[config.mk]
export PLATFORM = sky130hd
export DESIGN_NAME = ccr_regs
export DESIGN_NICKNAME = d
export VERILOG_FILES = /design/src/verilog/ccr_regs.v /design/src/verilog/ccr_tune_engine.v
export VERILOG_INCLUDE_DIRS = /design/src /design/src/pkg
export SDC_FILE = /design/constraint.sdc
export NUM_CORES = 1
export LEC_CHECK = 0
export BUFFER_PORTS_ARGS = -buffer_cell sky130_fd_sc_hd__buf_2
export CAP_MARGIN = 20
export CORE_MARGIN = 2
export CORE_UTILIZATION = 50
export DETAILED_ROUTE_END_ITERATION = 7
export PLACE_DENSITY = 0.75
export SETUP_SLACK_MARGIN = 0.3
export SKIP_LAST_GASP = 1
export SLEW_MARGIN = 20
export SYNTH_ARGS = -nofsm -noshare
export SYNTH_HDL_FRONTEND = slang
export SYNTH_SLANG_ARGS = --single-unit
[constraint.sdc]
create_clock -name CLK -period 3.8 [get_ports CLK]
set_clock_uncertainty 0.15 [all_clocks]
set_input_delay 0.19 -clock CLK [delete_from_list [all_inputs] [get_ports CLK]]
set_output_delay 0.19 -clock CLK [all_outputs]
set_load 0.05 [all_outputs]
[src/pkg/ccr_defines.vh]
// ----------------------------------------
// constants for the calibration control registers
// ----------------------------------------
// assumes a single 25 MHz device clock and a byte-wide register port
`ifndef CCR_DEFINES_VH
`define CCR_DEFINES_VH

// ----------------------------------------
// register offsets
// ----------------------------------------
`define CCR_ADDR_TRIM       8'h59
`define CCR_ADDR_PLL_RESET  8'h5C
`define CCR_ADDR_TUNE_CTRL  8'h5D
`define CCR_ADDR_TUNE_STAT  8'h5E
`define CCR_ADDR_CAL_RUN    8'h61
`define CCR_ADDR_CAL_CFG    8'h62

// ----------------------------------------
// field positions
// ----------------------------------------
`define CCR_TRIM_MSB        6
`define CCR_SETTLE_MSB      6
`define CCR_SETTLE_LSB      4
`define CCR_TUNE_EN_BIT     0
`define CCR_TUNE_DONE_BIT   0
`define CCR_PLL_RESET_BIT   0
`define CCR_CAL_RUN_BIT     0
`define CCR_BG_OFFSET_BIT   3
`define CCR_FG_OFFSET_BIT   2
`define CCR_BG_ON_BIT       1
`define CCR_FG_RUN_BIT      0

// ----------------------------------------
// reset values
// ----------------------------------------
`define CCR_RST_TRIM        7'h00
`define CCR_RST_PLL_RESET   1'h0
`define CCR_RST_SETTLE      3'h4
`define CCR_RST_TUNE_EN     1'h0
`define CCR_RST_CAL_RUN     1'h1
`define CCR_RST_CAL_CFG     4'h1

// ----------------------------------------
// timing
// ----------------------------------------
`define CCR_CLK_MHZ         25
`define CCR_SETTLE_BASE_NS  640
`define CCR_SETTLE_BASE_CYC ((`CCR_SETTLE_BASE_NS * `CCR_CLK_MHZ + 999) / 1000)

`endif

[src/verilog/ccr_regs.v]
// ----------------------------------------
// calibration control registers and converter calibration sequencer
// ----------------------------------------
// assumes a synchronous byte-wide register port and analog engines
// that report on plain level inputs
`timescale 1ns/1ps
`default_nettype none
`include "ccr_defines.vh"

// Behaviour
// - settle select, bits 6:4, reset 4, lengthens wait after each trim change
// - tuning starts only when enabled and PLL reset bit goes back to zero
// - engine adjusts trim code by itself to centre oscillator frequency
// - done flag reads one after tuning, or at once when tuning skipped
// - run bit, reset one: high runs calibration, low holds it in reset
// - clearing run bit also resets processing and serial clock dividers
// - bit 3 enables background offset calibration, only with background on
// - bit 2 enables foreground offset calibration, only with foreground run
// - bit 1 enables background calibration, reset value zero
// - bit 0 clears values always, then runs foreground when one
// - trim code bits 6:0 written by engine, readable for later reuse
module ccr_regs #(
  parameter TRIM_W = 7
) (
  // clock and reset
  input  wire              CLK,
  input  wire              RSTN,
  // register port
  input  wire [7:0]        REG_ADDR,
  input  wire [7:0]        REG_WDATA,
  input  wire              REG_WE,
  input  wire              REG_RE,
  output reg  [7:0]        REG_RDATA,
  // oscillator tuning
  input  wire              OSC_TOO_FAST,
  output reg  [TRIM_W-1:0] OSC_TRIM,
  output reg               PLL_RESET,
  // converter calibration
  input  wire              FG_COMPLETE,
  output reg               CAL_CORE_RSTN,
  output reg               DIV_RSTN,
  output reg               CAL_VALUES_CLEAR,
  output reg               FG_TUNING_ACTIVE,
  output reg               BG_TUNING_ON,
  output reg               FG_OFFSET_ON,
  output reg               BG_OFFSET_ON,
  output reg               FG_DONE
);

  // ----------------------------------------
  // sequencer states
  // ----------------------------------------
  localparam [3:0] CS_HOLD  = 4'h1;
  localparam [3:0] CS_CLEAR = 4'h2;
  localparam [3:0] CS_FG    = 4'h4;
  localparam [3:0] CS_READY = 4'h8;

  reg              pll_reset_reg;
  reg [2:0]        settle_reg;
  reg              tune_en_reg;
  reg              cal_run_reg;
  reg [3:0]        cal_cfg_reg;
  reg [TRIM_W-1:0] trim_reg;
  reg [3:0]        cstate_reg;
  reg [3:0]        cstate_next;
  reg [7:0]        rdata_next;

  wire             eng_wr;
  wire [TRIM_W-1:0] eng_val;
  wire             eng_done;
  wire             eng_busy;
  wire             wr_trim;

  // ----------------------------------------
  // tuning engine
  // ----------------------------------------
  // held by PLL reset
  ccr_tune_engine #(
    .TRIM_W     (TRIM_W)
  ) u_tune (
    .clk        (CLK),
    .rst_n      (RSTN),
    .hold       (pll_reset_reg),
    .enable     (tune_en_reg),
    .settle_sel (settle_reg),
    .too_fast   (OSC_TOO_FAST),
    .trim_wr    (eng_wr),
    .trim_val   (eng_val),
    .done       (eng_done)
  );

  // tuning in flight: enabled, released, not yet done
  assign eng_busy = tune_en_reg & ~pll_reset_reg & ~eng_done;
  assign wr_trim  = REG_WE && (REG_ADDR == `CCR_ADDR_TRIM);

  // ----------------------------------------
  // register writes
  // ----------------------------------------
  always @(posedge CLK) begin
    if (!RSTN) begin
      pll_reset_reg <= `CCR_RST_PLL_RESET;
      settle_reg    <= `CCR_RST_SETTLE;
      tune_en_reg   <= `CCR_RST_TUNE_EN;
      cal_run_reg   <= `CCR_RST_CAL_RUN;
      cal_cfg_reg   <= `CCR_RST_CAL_CFG;
      trim_reg      <= `CCR_RST_TRIM;
    end else begin
      if (REG_WE) begin
        case (REG_ADDR)
          `CCR_ADDR_PLL_RESET: begin
            pll_reset_reg <= REG_WDATA[`CCR_PLL_RESET_BIT];
          end
          `CCR_ADDR_TUNE_CTRL: begin
            settle_reg  <= REG_WDATA[`CCR_SETTLE_MSB:`CCR_SETTLE_LSB];
            tune_en_reg <= REG_WDATA[`CCR_TUNE_EN_BIT];
          end
          `CCR_ADDR_CAL_RUN: begin
            cal_run_reg <= REG_WDATA[`CCR_CAL_RUN_BIT];
          end
          `CCR_ADDR_CAL_CFG: begin
            cal_cfg_reg <= REG_WDATA[3:0];
          end
          default: begin
            cal_run_reg <= cal_run_reg;
          end
        endcase
      end
      if (eng_wr) begin
        trim_reg <= eng_val;
      end else if (wr_trim && !eng_busy) begin
        trim_reg <= REG_WDATA[`CCR_TRIM_MSB:0];
      end
    end
  end

  // ----------------------------------------
  // register reads, one cycle latency
  // ----------------------------------------
  always @* begin
    rdata_next = 8'h00;
    case (REG_ADDR)
      `CCR_ADDR_TRIM:      rdata_next = {1'b0, trim_reg};
      `CCR_ADDR_PLL_RESET: rdata_next = {7'h00, pll_reset_reg};
      `CCR_ADDR_TUNE_CTRL: rdata_next = {1'b0, settle_reg, 3'h0, tune_en_reg};
      `CCR_ADDR_TUNE_STAT: rdata_next = {7'h00, eng_done};
      `CCR_ADDR_CAL_RUN:   rdata_next = {7'h00, cal_run_reg};
      `CCR_ADDR_CAL_CFG:   rdata_next = {4'h0, cal_cfg_reg};
      default:             rdata_next = 8'h00;
    endcase
  end

  always @(posedge CLK) begin
    if (!RSTN) begin
      REG_RDATA <= 8'h00;
    end else if (REG_RE) begin
      REG_RDATA <= rdata_next;
    end
  end

  // ----------------------------------------
  // converter calibration sequencer
  // ----------------------------------------
  always @* begin
    cstate_next = cstate_reg;
    case (cstate_reg)
      CS_HOLD: begin
        if (cal_run_reg) begin
          cstate_next = CS_CLEAR;
        end
      end
      CS_CLEAR: begin
        if (cal_cfg_reg[`CCR_FG_RUN_BIT]) begin
          cstate_next = CS_FG;
        end else begin
          cstate_next = CS_READY;
        end
      end
      CS_FG: begin
        if (FG_COMPLETE) begin
          cstate_next = CS_READY;
        end
      end
      CS_READY: begin
        cstate_next = CS_READY;
      end
      default: begin
        cstate_next = CS_HOLD;
      end
    endcase
    if (!cal_run_reg) begin
      cstate_next = CS_HOLD;
    end
  end

  always @(posedge CLK) begin
    if (!RSTN) begin
      cstate_reg       <= CS_HOLD;
      CAL_CORE_RSTN    <= 1'b0;
      DIV_RSTN         <= 1'b0;
      CAL_VALUES_CLEAR <= 1'b0;
      FG_TUNING_ACTIVE <= 1'b0;
      BG_TUNING_ON     <= 1'b0;
      FG_OFFSET_ON     <= 1'b0;
      BG_OFFSET_ON     <= 1'b0;
      FG_DONE          <= 1'b0;
      OSC_TRIM         <= `CCR_RST_TRIM;
      PLL_RESET        <= 1'b1;
    end else begin
      cstate_reg       <= cstate_next;
      CAL_CORE_RSTN    <= cal_run_reg;
      DIV_RSTN         <= cal_run_reg;
      CAL_VALUES_CLEAR <= (cstate_next == CS_CLEAR);
      FG_TUNING_ACTIVE <= (cstate_next == CS_FG);
      FG_DONE          <= (cstate_next == CS_READY);
      BG_TUNING_ON     <= (cstate_next == CS_READY) & cal_cfg_reg[`CCR_BG_ON_BIT];
      FG_OFFSET_ON     <= (cstate_next == CS_FG) & cal_cfg_reg[`CCR_FG_OFFSET_BIT]
                          & cal_cfg_reg[`CCR_FG_RUN_BIT];
      BG_OFFSET_ON     <= (cstate_next == CS_READY) & cal_cfg_reg[`CCR_BG_OFFSET_BIT]
                          & cal_cfg_reg[`CCR_BG_ON_BIT];
      OSC_TRIM         <= trim_reg;
      PLL_RESET        <= pll_reset_reg;
    end
  end

endmodule // ccr_regs

`default_nettype wire

[src/verilog/ccr_tune_engine.v]
// ----------------------------------------
// oscillator tuning engine: binary search of the trim code
// ----------------------------------------
// assumes a comparator flag that is high while the oscillator runs fast
`timescale 1ns/1ps
`default_nettype none
`include "ccr_defines.vh"

module ccr_tune_engine #(
  parameter TRIM_W = 7
) (
  // clock and reset
  input  wire              clk,
  input  wire              rst_n,
  // control
  input  wire              hold,
  input  wire              enable,
  input  wire [2:0]        settle_sel,
  input  wire              too_fast,
  // results
  output reg               trim_wr,
  output reg  [TRIM_W-1:0] trim_val,
  output reg               done
);

  localparam [3:0] ST_IDLE = 4'h1;
  localparam [3:0] ST_WAIT = 4'h2;
  localparam [3:0] ST_FIN  = 4'h4;
  localparam [3:0] ST_HOLD = 4'h8;
  localparam integer SETTLE_BASE_I = `CCR_SETTLE_BASE_CYC;
  localparam [11:0]  SETTLE_BASE   = SETTLE_BASE_I[11:0];

  reg [3:0]        state_reg;
  reg [11:0]       cnt_reg;
  reg [TRIM_W-1:0] mask_reg;
  wire [11:0]      settle_cyc;
  wire [TRIM_W-1:0] kept;

  assign settle_cyc = (SETTLE_BASE << settle_sel) - 12'h001;
  // drop the trial bit when the oscillator overshoots
  assign kept = too_fast ? (trim_val & ~mask_reg) : trim_val;

  always @(posedge clk) begin
    trim_wr <= 1'b0;
    if (!rst_n || hold) begin
      state_reg <= ST_HOLD;
      cnt_reg   <= 12'h000;
      mask_reg  <= {TRIM_W{1'b0}};
      trim_val  <= {TRIM_W{1'b0}};
      done      <= 1'b0;
    end else begin
      case (state_reg)
        ST_HOLD: begin
          state_reg <= ST_IDLE;
        end
        ST_IDLE: begin
          if (enable) begin
            mask_reg  <= {1'b1, {(TRIM_W-1){1'b0}}};
            trim_val  <= {1'b1, {(TRIM_W-1){1'b0}}};
            trim_wr   <= 1'b1;
            cnt_reg   <= settle_cyc;
            state_reg <= ST_WAIT;
          end else begin
            done      <= 1'b1;
            state_reg <= ST_FIN;
          end
        end
        ST_WAIT: begin
          if (cnt_reg != 12'h000) begin
            cnt_reg <= cnt_reg - 12'h001;
          end else begin
            trim_wr  <= 1'b1;
            mask_reg <= mask_reg >> 1;
            cnt_reg  <= settle_cyc;
            if (mask_reg[0]) begin
              trim_val  <= kept;
              done      <= 1'b1;
              state_reg <= ST_FIN;
            end else begin
              trim_val <= kept | (mask_reg >> 1);
            end
          end
        end
        ST_FIN: begin
          state_reg <= ST_FIN;
        end
        default: begin
          state_reg <= ST_HOLD;
        end
      endcase
    end
  end

endmodule // ccr_tune_engine

`default_nettype wire
==> metrics.cfg, run 1 <==
[floorplan]
fp.dieW_um = 89.9
num_rows = 31
start_util = 0.512
dieArea_um2 = 8090
core_um2 = 7210
io_pins = 46
fp.dieH_um = 89.9

[synth]
ys_top_cells_by_count = dfxtp_1, nand2_1, nand3_1, a21oi_1, o21ai_0
synth-async-reset-ratio = 0
synth-main-ff-cell = dfxtp_1
ys_seq_area_frac = 0.407
synth_top_area_cell = dfxtp_1
netlist_instances = 414
yosysTopAreaCellShare = 0.407
yosys-top-cells-area = dfxtp_1, nand3_1, a21oi_1, mux2i_1, nand2_1
synth_most_common_cell = dfxtp_1
synth_edf_count = 0
avgSynthCellArea_um2 = 8.92
syn_nets = 439
ys_ff_latch = 75
syn_area_um2 = 3690
yosys_warnings = 0
synth_cell_types = 73

[drt]
final_antenna_net_count = 0
drcViolationCount = 0
drt-pass1-iter-count = 5
vias = 3226
routed_wl_um = 8510
wire_per_inst_um = 15.4
via_per_inst = 5.83
drtIter0Drc = 235

[timing]
holdWs_ps = 29.0
drv_slew = 0
setup_violations = 0
fin_crit_sh = 0.701
max_slew.worst_pin.slew_ps = 925
setup_tns_ps = 0
final.min_clock_period_ps = 2660
finalHoldViolations = 0
fmax_mhz = 375
fin_ws_ps = 1140
max_slew_margin = 0.382
rsz0062_at_grt = false

[clock_network]
cts_tree = built
clk_latency_ps = 350
cts_max_path_buffers = 2
path_clk_slew_ps = 70
h-tree-depth = 3
clock_sinks = 75
cts_root_buffer = clkbuf_8
cts_buffers = 9

[hold_path]
hold_end = REG_RDATA[3]$_SDFFE_PN0P_
min_path_cells = 2
hp-start = REG_RE
hp-class = input pin to flop

[grt]
antenna_found_initial = 0
grt_max_degree = 35
grt_usage = 0.223
grt_pass1_wl_um = 15000
grt_pass1_vias = 3144
overflow = 0

[setup_path]
critPathMaxStageDelay_ps = 800
r2r-end = u_tune.trim_val[0]$_SDFFE_PP0P_
crit_required_ps = 3940
criticalPathCategory = flop to flop
cp.arrival_ps = 2810
crit_chain = nor4b_2 > nand4_1 > a21oi_1 > o221a_2
critPathSlowestCell = nor4b_2
r2r_cells = 4
worst_setup_path_start_kind = flop
worst-path-max-fanout = 13
critPathCaptureType = flop
r2r_slack_ps = 1140
rr_startpoint = u_tune.state_reg[1]$_SDFFE_PP0P_

[cells_and_area]
multi_input_area_um2 = 2030
n_fill_cell = 657
diodes = 0
drive_gt1_frac = 0.198
final_nets = 474
largest_register_ffs = 12
regArea_um2 = 1500
area_growth_pct = 13.6

[power_and_ir_drop]
switchingPower_uw = 378
power_frac_seq = 0.524
ir_drop_uv = 204
p_comb_frac = 0.077
p_leak_uw = 0.00165
swShare = 0.242
power.density_nw_per_um2 = 372
clkPwrFrac = 0.399
internal-power_uw = 1180

[placed_design]
place.port_buffers = 43
dp_slack_ps = 1190
dp_hpwl_um = 5930
gp_congestion = 0.881

[status]
status = finished, final reports clean

[run]
drv_cap = 0

-- power groups by stage --
stage	registers, uW	clock network (uW)	logic, uW
6_report	818	624	120
5_1_grt	820	672	131
4_1_cts	817	638	120
3_5_place_dp	835	0	113
3_3_place_gp	834	0	110
2_1_floorplan	845	0	69.2
-- critical path, delay by kind of cell (launching register included) --
family	cells	cell delay (ps)
AND/OR/NAND/NOR	2	1480
AO/OA/AOI/OAI	2	530
flip-flops	1	450
-- final cells by class --
type | instances | area share
repair buffers | 53 | 0.0740
multi-input cells | 303 | 0.483
clock inverters | 4 | 0.0116
well taps | 99 | 0.0295
inverters | 7 | 0.00627
clock buffers | 12 | 0.0370
flip-flops and latches | 75 | 0.358
-- cells by family (layout without fill, tap and decap cells) --
logic type / Yosys count / count (layout) / synth area share
and+or+nand+nor: 164 / 164 / 0.260
AOI/OAI and AO/OA: 107 / 107 / 0.201
DFF: 75 / 75 / 0.407
buffers and inverters: 36 / 76 / 0.0441
muxes: 22 / 22 / 0.0624
xor gates and xnor gates: 6 / 6 / 0.0142
adders and majority gates: 3 / 3 / 0.0102
other: 1 / 1 / 0.00102
-- worst max path at each step --
stage | startpoint | end
global route | u_tune.state_reg[1]$_SDFFE_PP0P_ | u_tune.trim_val[0]$_SDFFE_PP0P_
finish | u_tune.state_reg[1]$_SDFFE_PP0P_ | u_tune.trim_val[0]$_SDFFE_PP0P_
floorplan | settle_reg[2]$_SDFFE_PN1P_ | u_tune.cnt_reg[8]$_SDFFE_PP0P_
CTS | u_tune.state_reg[2]$_SDFFE_PP0P_ | u_tune.trim_val[0]$_SDFFE_PP0P_
detailed placement | u_tune.state_reg[1]$_SDFFE_PP0P_ | u_tune.trim_val[0]$_SDFFE_PP0P_
global placement | u_tune.state_reg[1]$_SDFFE_PP0P_ | u_tune.trim_val[0]$_SDFFE_PP0P_
-- placed cells by master (no fill, tap or decap), drive strengths merged, types with 4 or more instances in the layout --
cell and instances:
nor2 14, a22oi 4, buf 45, xor2 5
dlygate4sd3 8, nor3 11, and2 10, o21ai 29
and3 4, nand4 5, mux2i 14, dfxtp 75
nand3 32, or4b 4, nor4 5, inv 7
nor3b 4, a21oi 28, o211ai 5, clkbuf 12
mux2 8, and3b 4, nor2b 17, a31oi 9
nand2 35
-- layer usage --
layer / up-vias / wire, um / GRT usage
li1: 1591 / - / -
met2: 107 / 4070 / 0.366
met3: 15 / 479 / 0.0528
met4: 0 / 119 / 0.0782
met5: - / 0 / 0
met1: 1513 / 3840 / 0.288
-- timing repair --
action / CTS / global route
hold buffers: 8 / 0
buffers inserted: 0 / 0
endpoints found under the hold margin: 8 / 0
resized for setup: 0 / 0
-- stage by stage --
step           cell area (um^2)  instances  utilization  total power, uW
2_1_floorplan              3690        414            -              914
3_3_place_gp               3910        529        0.542              944
3_5_place_dp               3910        529        0.542              948
4_1_cts                    4190        553        0.581             1580
5_1_grt                    4190        553        0.581             1620
6_report                   4190        553        0.581             1560
Power figures use the tool's default switching activity.
==> run 2, diff against run 1 <==
--- a/config.mk
+++ b/config.mk
@@ -11,7 +11,7 @@
 export CORE_MARGIN = 2
 export CORE_UTILIZATION = 50
 export DETAILED_ROUTE_END_ITERATION = 7
-export PLACE_DENSITY = 0.75
+export PLACE_DENSITY = 0.78
 export SETUP_SLACK_MARGIN = 0.3
 export SKIP_LAST_GASP = 1
 export SLEW_MARGIN = 20
==> constraint.sdc (replaced) <==
create_clock -name CLK -period 2.2 [get_ports CLK]
set_clock_uncertainty 0.15 [all_clocks]
set_input_delay 0.11 -clock CLK [delete_from_list [all_inputs] [get_ports CLK]]
set_output_delay 0.11 -clock CLK [all_outputs]
set_load 0.05 [all_outputs]
==> run 2 against run 1 <==
Against the previous run:
- fmax rose by 30%
- critical path type unchanged
- cell count rose by 8.7%
- sequential power rose by 70%
- largest cell class unchanged
- critical path depth rose by 2
- combinational power rose by 110%
==> metrics.cfg, run 2 (synthesis gave the netlist of run 1 again) <==
[timing]
drv_slew = 0  ; unchanged
setup_violations = 0  ; unchanged
max_slew.worst_pin.slew_ps = 586  ; -338 ps
holdWs_ps = 48.2  ; +19.2 ps
fin_crit_sh = 0.932  ; +0.231
fmax_mhz = 488  ; +30%
final.min_clock_period_ps = 2050  ; -613 ps
max_slew_margin = 0.608  ; +0.226
rsz0062_at_grt = true
finalHoldViolations = 0  ; unchanged
setup_tns_ps = 0  ; unchanged

[setup_path]
worst-path-buf-inv = 0  ; unchanged
rr_startpoint = settle_reg[1]$_SDFFE_PN0P_
worst-path-max-fanout = 4  ; -9
crit_chain = or3_4 > ha_4 > xor2_1 > o211ai_1 > or4b_1 > a31oi_1
critPathMaxStageDelay_ps = 440  ; -360 ps
startpoint = settle_reg[1]$_SDFFE_PN0P_
r2r_cells = 6  ; +2
critPathSlowestCell = or4b_1
cp.arrival_ps = 2190  ; -620 ps
criticalPathCategory = flop to flop
worst_setup_path_start_kind = flop
r2r_slack_ps = 150  ; -990 ps
crit_required_ps = 2340  ; -1600 ps
crit_family = simple AND/OR/NAND/NOR gates
critPathCaptureType = flop
r2r-end = u_tune.cnt_reg[10]$_SDFFE_PP0P_

[power_and_ir_drop]
p_comb_frac = 0.088  ; +0.011
internal-power_uw = 2120  ; +79%
clkPwrFrac = 0.423  ; +0.024
p_leak_uw = 0.00195  ; +18%
swShare = 0.255  ; +0.0133
ir_drop_uv = 369  ; +81%
power_frac_seq = 0.490  ; -0.034
power.density_nw_per_um2 = 587  ; +58%
switchingPower_uw = 726  ; +92%

[cells_and_area]
final_nets = 522  ; +10%
final_common_cell = dfxtp_1
final_cell_mix = dfxtp_1, buf_2, buf_4, nand2_1, nand3_1
area_growth_pct = 31.3
largest_register_ffs = 12  ; unchanged
diodes = 0  ; unchanged
drive_gt1_frac = 0.353  ; +0.154

[clock_network]
h-tree-depth = 3  ; unchanged
cts_max_path_buffers = 2  ; unchanged
clk_latency_ps = 360  ; about the same
cts_tree = built
clock_sinks = 75  ; unchanged
cts_buffers = 9  ; unchanged
cts_root_buffer = clkbuf_8
path_clk_slew_ps = 80  ; about the same

[floorplan]
start_util = 0.512  ; unchanged
num_rows = 31  ; unchanged
io_pins = 46  ; unchanged
dieArea_um2 = 8090  ; unchanged
fp.dieH_um = 89.9  ; unchanged
core_um2 = 7210  ; unchanged
fp.dieW_um = 89.9  ; unchanged

[grt]
overflow = 0  ; unchanged
antenna_found_initial = 0  ; unchanged
grt_pass1_wl_um = 16200  ; +8.4%
grt_max_degree = 19  ; -46%
grt_pass1_vias = 3460  ; +10%
grt_usage = 0.245  ; +0.0220

[status]
status = finished, final reports clean

[placed_design]
gp_congestion = 0.877  ; -0.35%
dp_hpwl_um = 6540  ; +10%
place.port_buffers = 43  ; unchanged

[hold_path]
min_path_cells = 4  ; +2
hp-class = input pin to flop
hold_end = cal_cfg_reg[0]$_SDFFE_PN1P_
hp-start = REG_WE

[drt]
drcViolationCount = 0  ; unchanged
vias = 3560  ; +10%
final_antenna_net_count = 0  ; unchanged
drtIter0Drc = 223  ; -5.1%
drt-pass1-iter-count = 5  ; unchanged
routed_wl_um = 10200  ; +20%
wire_per_inst_um = 17.0  ; +11%
via_per_inst = 5.92  ; +1.5%

[run]
drv_cap = 0  ; unchanged

-- run 2: cell types whose count changed in the layout (fill, tap and decap cells not counted), moves of 6 or more --
cell           delta
a21oi_2           +7
buf_4            +35
a21oi_1           -7
dlygate4sd3_1     +7
buf_6             +6
dfxtp_1           -8
-- run 2: cell type report --
cell class                      instances  area (um^2)
Clock buffer                            9          124
Clock inverter                          7         98.8
Fill cell                             562         2370
Inverter                                7         28.8
Multi-Input combinational cell        303         2240
Sequential cell                        75         1520
Tap cell                               99          124
Timing Repair Buffer                  101          713
-- run 2: layer usage --
metal,vias to the layer above,GRT usage,share of wire
met5,-,0,0
met4,0,0.0923,0.025
met3,23,0.0578,0.065
met2,158,0.427,0.50
met1,1679,0.292,0.41
li1,1700,-,-
-- run 2: how the worst max path moves through the flow --
stage                                           end  slack (ps)  depth (start not counted)
finish              u_tune.cnt_reg[10]$_SDFFE_PP0P_         150                          6
CTS                 u_tune.cnt_reg[10]$_SDFFE_PP0P_         150                          6
global placement     u_tune.cnt_reg[4]$_SDFFE_PP0P_         150                          6
floorplan           u_tune.cnt_reg[10]$_SDFFE_PP0P_         120                          7
detailed placement  u_tune.cnt_reg[10]$_SDFFE_PP0P_         110                          6
global route        u_tune.cnt_reg[10]$_SDFFE_PP0P_          60                          6
-- run 2: worst reg2reg max path, cell delays in order, from the launching register on --
cell	delay (ps)
dfxtp_4	350
or3_4	380
ha_4	180
xor2_1	150
o211ai_1	150
or4b_1	440
a31oi_1	170
-- run 2: stage by stage --
step,worst slack [ps],utilization,instance area [um^2],std cells,power [uW]
2_1_floorplan,120,-,3760,414,1580
3_3_place_gp,152,0.572,4120,551,1650
3_5_place_dp,107,0.572,4120,551,1650
4_1_cts,147,0.641,4620,591,2840
5_1_grt,61.6,0.672,4850,601,2930
6_report,149,0.672,4850,601,2850
-- run 2: power by group through the flow --
stage	Combinational, uW	Clock (uW)	Sequential, uW
2_1_floorplan	120	0	1460
3_5_place_dp	223	0	1430
3_3_place_gp	219	0	1430
5_1_grt	270	1260	1400
4_1_cts	243	1210	1390
6_report	249	1200	1390
-- run 2: repair_timing --
| action | 4_1_cts | 5_1_grt |
|---|---|---|
| hold buffers | 15 | 0 |
| hold endpoints to repair | 16 | 0 |
| gates resized for setup | 17 | 38 |
| gates cloned | 0 | 1 |
| buffers inserted | 9 | 9 |
| pin swaps | 10 | 21 |
| endpoints found under the setup margin | 18 | 29 |
==> run 3, diff against run 2 <==
--- a/config.mk
+++ b/config.mk
@@ -6,12 +6,12 @@
 export SDC_FILE = /design/constraint.sdc
 export NUM_CORES = 1
 export LEC_CHECK = 0
-export BUFFER_PORTS_ARGS = -buffer_cell sky130_fd_sc_hd__buf_2
 export CAP_MARGIN = 20
 export CORE_MARGIN = 2
 export CORE_UTILIZATION = 50
 export DETAILED_ROUTE_END_ITERATION = 7
-export PLACE_DENSITY = 0.78
+export DONT_BUFFER_PORTS = 1
+export PLACE_DENSITY = 0.73
 export SETUP_SLACK_MARGIN = 0.3
 export SKIP_LAST_GASP = 1
 export SLEW_MARGIN = 20
==> run 3 against run 2 <==
Against the previous run:
- power decreased by 7.7%
- sequential power increased by 3%
- sequential share of layout area increased by 1.1 points
- final area decreased by 3.6%
- wire length decreased by 2.4%
- worst setup slack got worse by 12 ps
==> metrics.cfg, run 3 (synthesis gave the netlist of run 1 again) <==
[placed_design]
gp_congestion = 0.880  ; +0.28%
dp_hpwl_um = 6220  ; -5.0%
dpl_cell_area_um2 = 3910  ; -5.1%
place.port_buffers = 0  ; -100%
dp_cells = 507  ; -8.0%

[hold_path]
min_path_cells = 4  ; unchanged
hold_end = REG_RDATA[0]$_SDFFE_PN0P_
hp-class = input pin to flop
hp-start = REG_ADDR[0]

[floorplan]
num_rows = 31  ; unchanged
start_util = 0.512  ; unchanged
core_um2 = 7210  ; unchanged
dieArea_um2 = 8090  ; unchanged
fp.dieH_um = 89.9  ; unchanged
io_pins = 46  ; unchanged
fp.dieW_um = 89.9  ; unchanged

[drt]
drtIter0Drc = 197  ; -12%
vias = 3424  ; -3.8%
drt-pass1-iter-count = 4  ; -1
drcViolationCount = 0  ; unchanged
wire_per_inst_um = 17.5  ; +2.9%
via_per_inst = 6.01  ; +1.4%
final_antenna_net_count = 0  ; unchanged
routed_wl_um = 9990  ; -2.4%

[setup_path]
r2r_slack_ps = 140  ; about the same
cp.arrival_ps = 2200  ; about the same
crit_required_ps = 2330  ; about the same
worst_setup_path_start_kind = flop
criticalPathCategory = flop to flop
r2r_cells = 6  ; unchanged
worst-path-max-fanout = 5  ; +1
critPathCaptureType = flop
rr_startpoint = settle_reg[1]$_SDFFE_PN0P_
r2r-end = u_tune.cnt_reg[10]$_SDFFE_PP0P_

[cells_and_area]
instances_no_fill = 570  ; -5.2%
regArea_um2 = 1520  ; -0.17%
final_nets = 491  ; -5.9%
final_common_cell = dfxtp_1
largest_register_ffs = 12  ; unchanged
final_cell_mix = dfxtp_1, nand2_1, buf_4, dlygate4sd3_1, a21oi_1
diodes = 0  ; unchanged
multi_input_area_um2 = 2180  ; -2.7%
final_util = 0.647  ; -0.0245
design_area_um2 = 4670  ; -3.6%
area_growth_pct = 26.5
drive_gt1_frac = 0.244  ; -0.108
n_fill_cell = 584  ; +3.9%

[timing]
finalHoldViolations = 0  ; unchanged
final.min_clock_period_ps = 2060  ; +12.4 ps
rsz0062_at_grt = true
fmax_mhz = 485  ; -0.60%
drv_slew = 0  ; unchanged
setup_tns_ps = 0  ; unchanged
fin_crit_sh = 0.938  ; +0.00562
max_slew_margin = 0.554  ; -0.0543
setup_violations = 0  ; unchanged
max_slew.worst_pin.slew_ps = 669  ; +82.9 ps

[grt]
grt_pass1_wl_um = 16300  ; about the same
grt_usage = 0.245  ; +0.000627
grt_pass1_vias = 3327  ; -3.8%
antenna_found_initial = 0  ; unchanged
grt_max_degree = 23  ; +4
overflow = 0  ; unchanged

[power_and_ir_drop]
power.density_nw_per_um2 = 562  ; -4.2%
p_leak_uw = 0.00177  ; -8.8%
ir_drop_uv = 455  ; +23%

[clock_network]
cts_buffers = 9  ; unchanged
h-tree-depth = 3  ; unchanged
cts_root_buffer = clkbuf_8
cts_max_path_buffers = 2  ; unchanged
path_clk_slew_ps = 90  ; about the same
clock_sinks = 75  ; unchanged
clk_latency_ps = 360  ; about the same
cts_tree = built

[status]
status = finished, final reports clean

[run]
drv_cap = 0  ; unchanged

-- run 3: final cells by class --
| cell class | instances | area share |
|---|---|---|
| Sequential cell | 75 | 0.325 |
| Tap cell | 99 | 0.0265 |
| Timing Repair Buffer | 70 | 0.137 |
| Inverter | 7 | 0.00616 |
| Multi-Input combinational cell | 303 | 0.466 |
| Clock buffer | 9 | 0.0265 |
| Clock inverter | 7 | 0.0129 |
-- run 3: worst max-delay path by stage --
| stage | startpoint | to | slack [ps] | depth (start not counted) |
|---|---|---|---|---|
| detailed placement | settle_reg[1]$_SDFFE_PN0P_ | u_tune.cnt_reg[10]$_SDFFE_PP0P_ | 130 | 6 |
| CTS | settle_reg[1]$_SDFFE_PN0P_ | u_tune.cnt_reg[10]$_SDFFE_PP0P_ | 160 | 6 |
| global route | settle_reg[1]$_SDFFE_PN0P_ | u_tune.cnt_reg[10]$_SDFFE_PP0P_ | 10 | 6 |
| global placement | settle_reg[1]$_SDFFE_PN0P_ | u_tune.cnt_reg[10]$_SDFFE_PP0P_ | 160 | 6 |
| finish | settle_reg[1]$_SDFFE_PN0P_ | u_tune.cnt_reg[10]$_SDFFE_PP0P_ | 140 | 6 |
| floorplan | settle_reg[1]$_SDFFE_PN0P_ | u_tune.cnt_reg[10]$_SDFFE_PP0P_ | 120 | 7 |
-- run 3: critical path: stages (launching register included) --
cell and delay, ps:
dfxtp_2 340, or3_4 400, ha_4 180, xor2_1 150, o211ai_1 150, or4b_1 450
a31oi_1 170
-- run 3: metal layers --
| layer | up-vias | share of wire | global-route usage |
|---|---|---|---|
| li1 | 1624 | - | - |
| met1 | 1646 | 0.41 | 0.306 |
| met2 | 128 | 0.50 | 0.423 |
| met3 | 26 | 0.068 | 0.0612 |
| met4 | 0 | 0.020 | 0.0679 |
| met5 | - | 0 | 0 |
-- run 3: report_power, final --
part           switching, uW  total [uW]  internal, uW
Clock                    572         998           426
Sequential              48.6        1430          1380
Combinational            109         201          92.0
Total                    730        2630          1900
-- run 3: stage by stage --
stage	hold WS [ps]	power (uW)	setup WS, ps
after floorplan	85.1	1580	120
after global placement	25.9	1600	161
after detailed placement	27.3	1610	129
after CTS	4.00	2630	158
after global routing	19.9	2710	9.96
final	16.5	2630	137
-- run 3: timing repair --
action | 4_1_cts | 5_1_grt
pin swaps | 12 | 7
endpoints found under the hold margin | 47 | 3
setup buffers | 7 | 8
gates resized for setup | 27 | 15
hold buffers | 31 | 1
endpoints found under the setup margin | 26 | 35
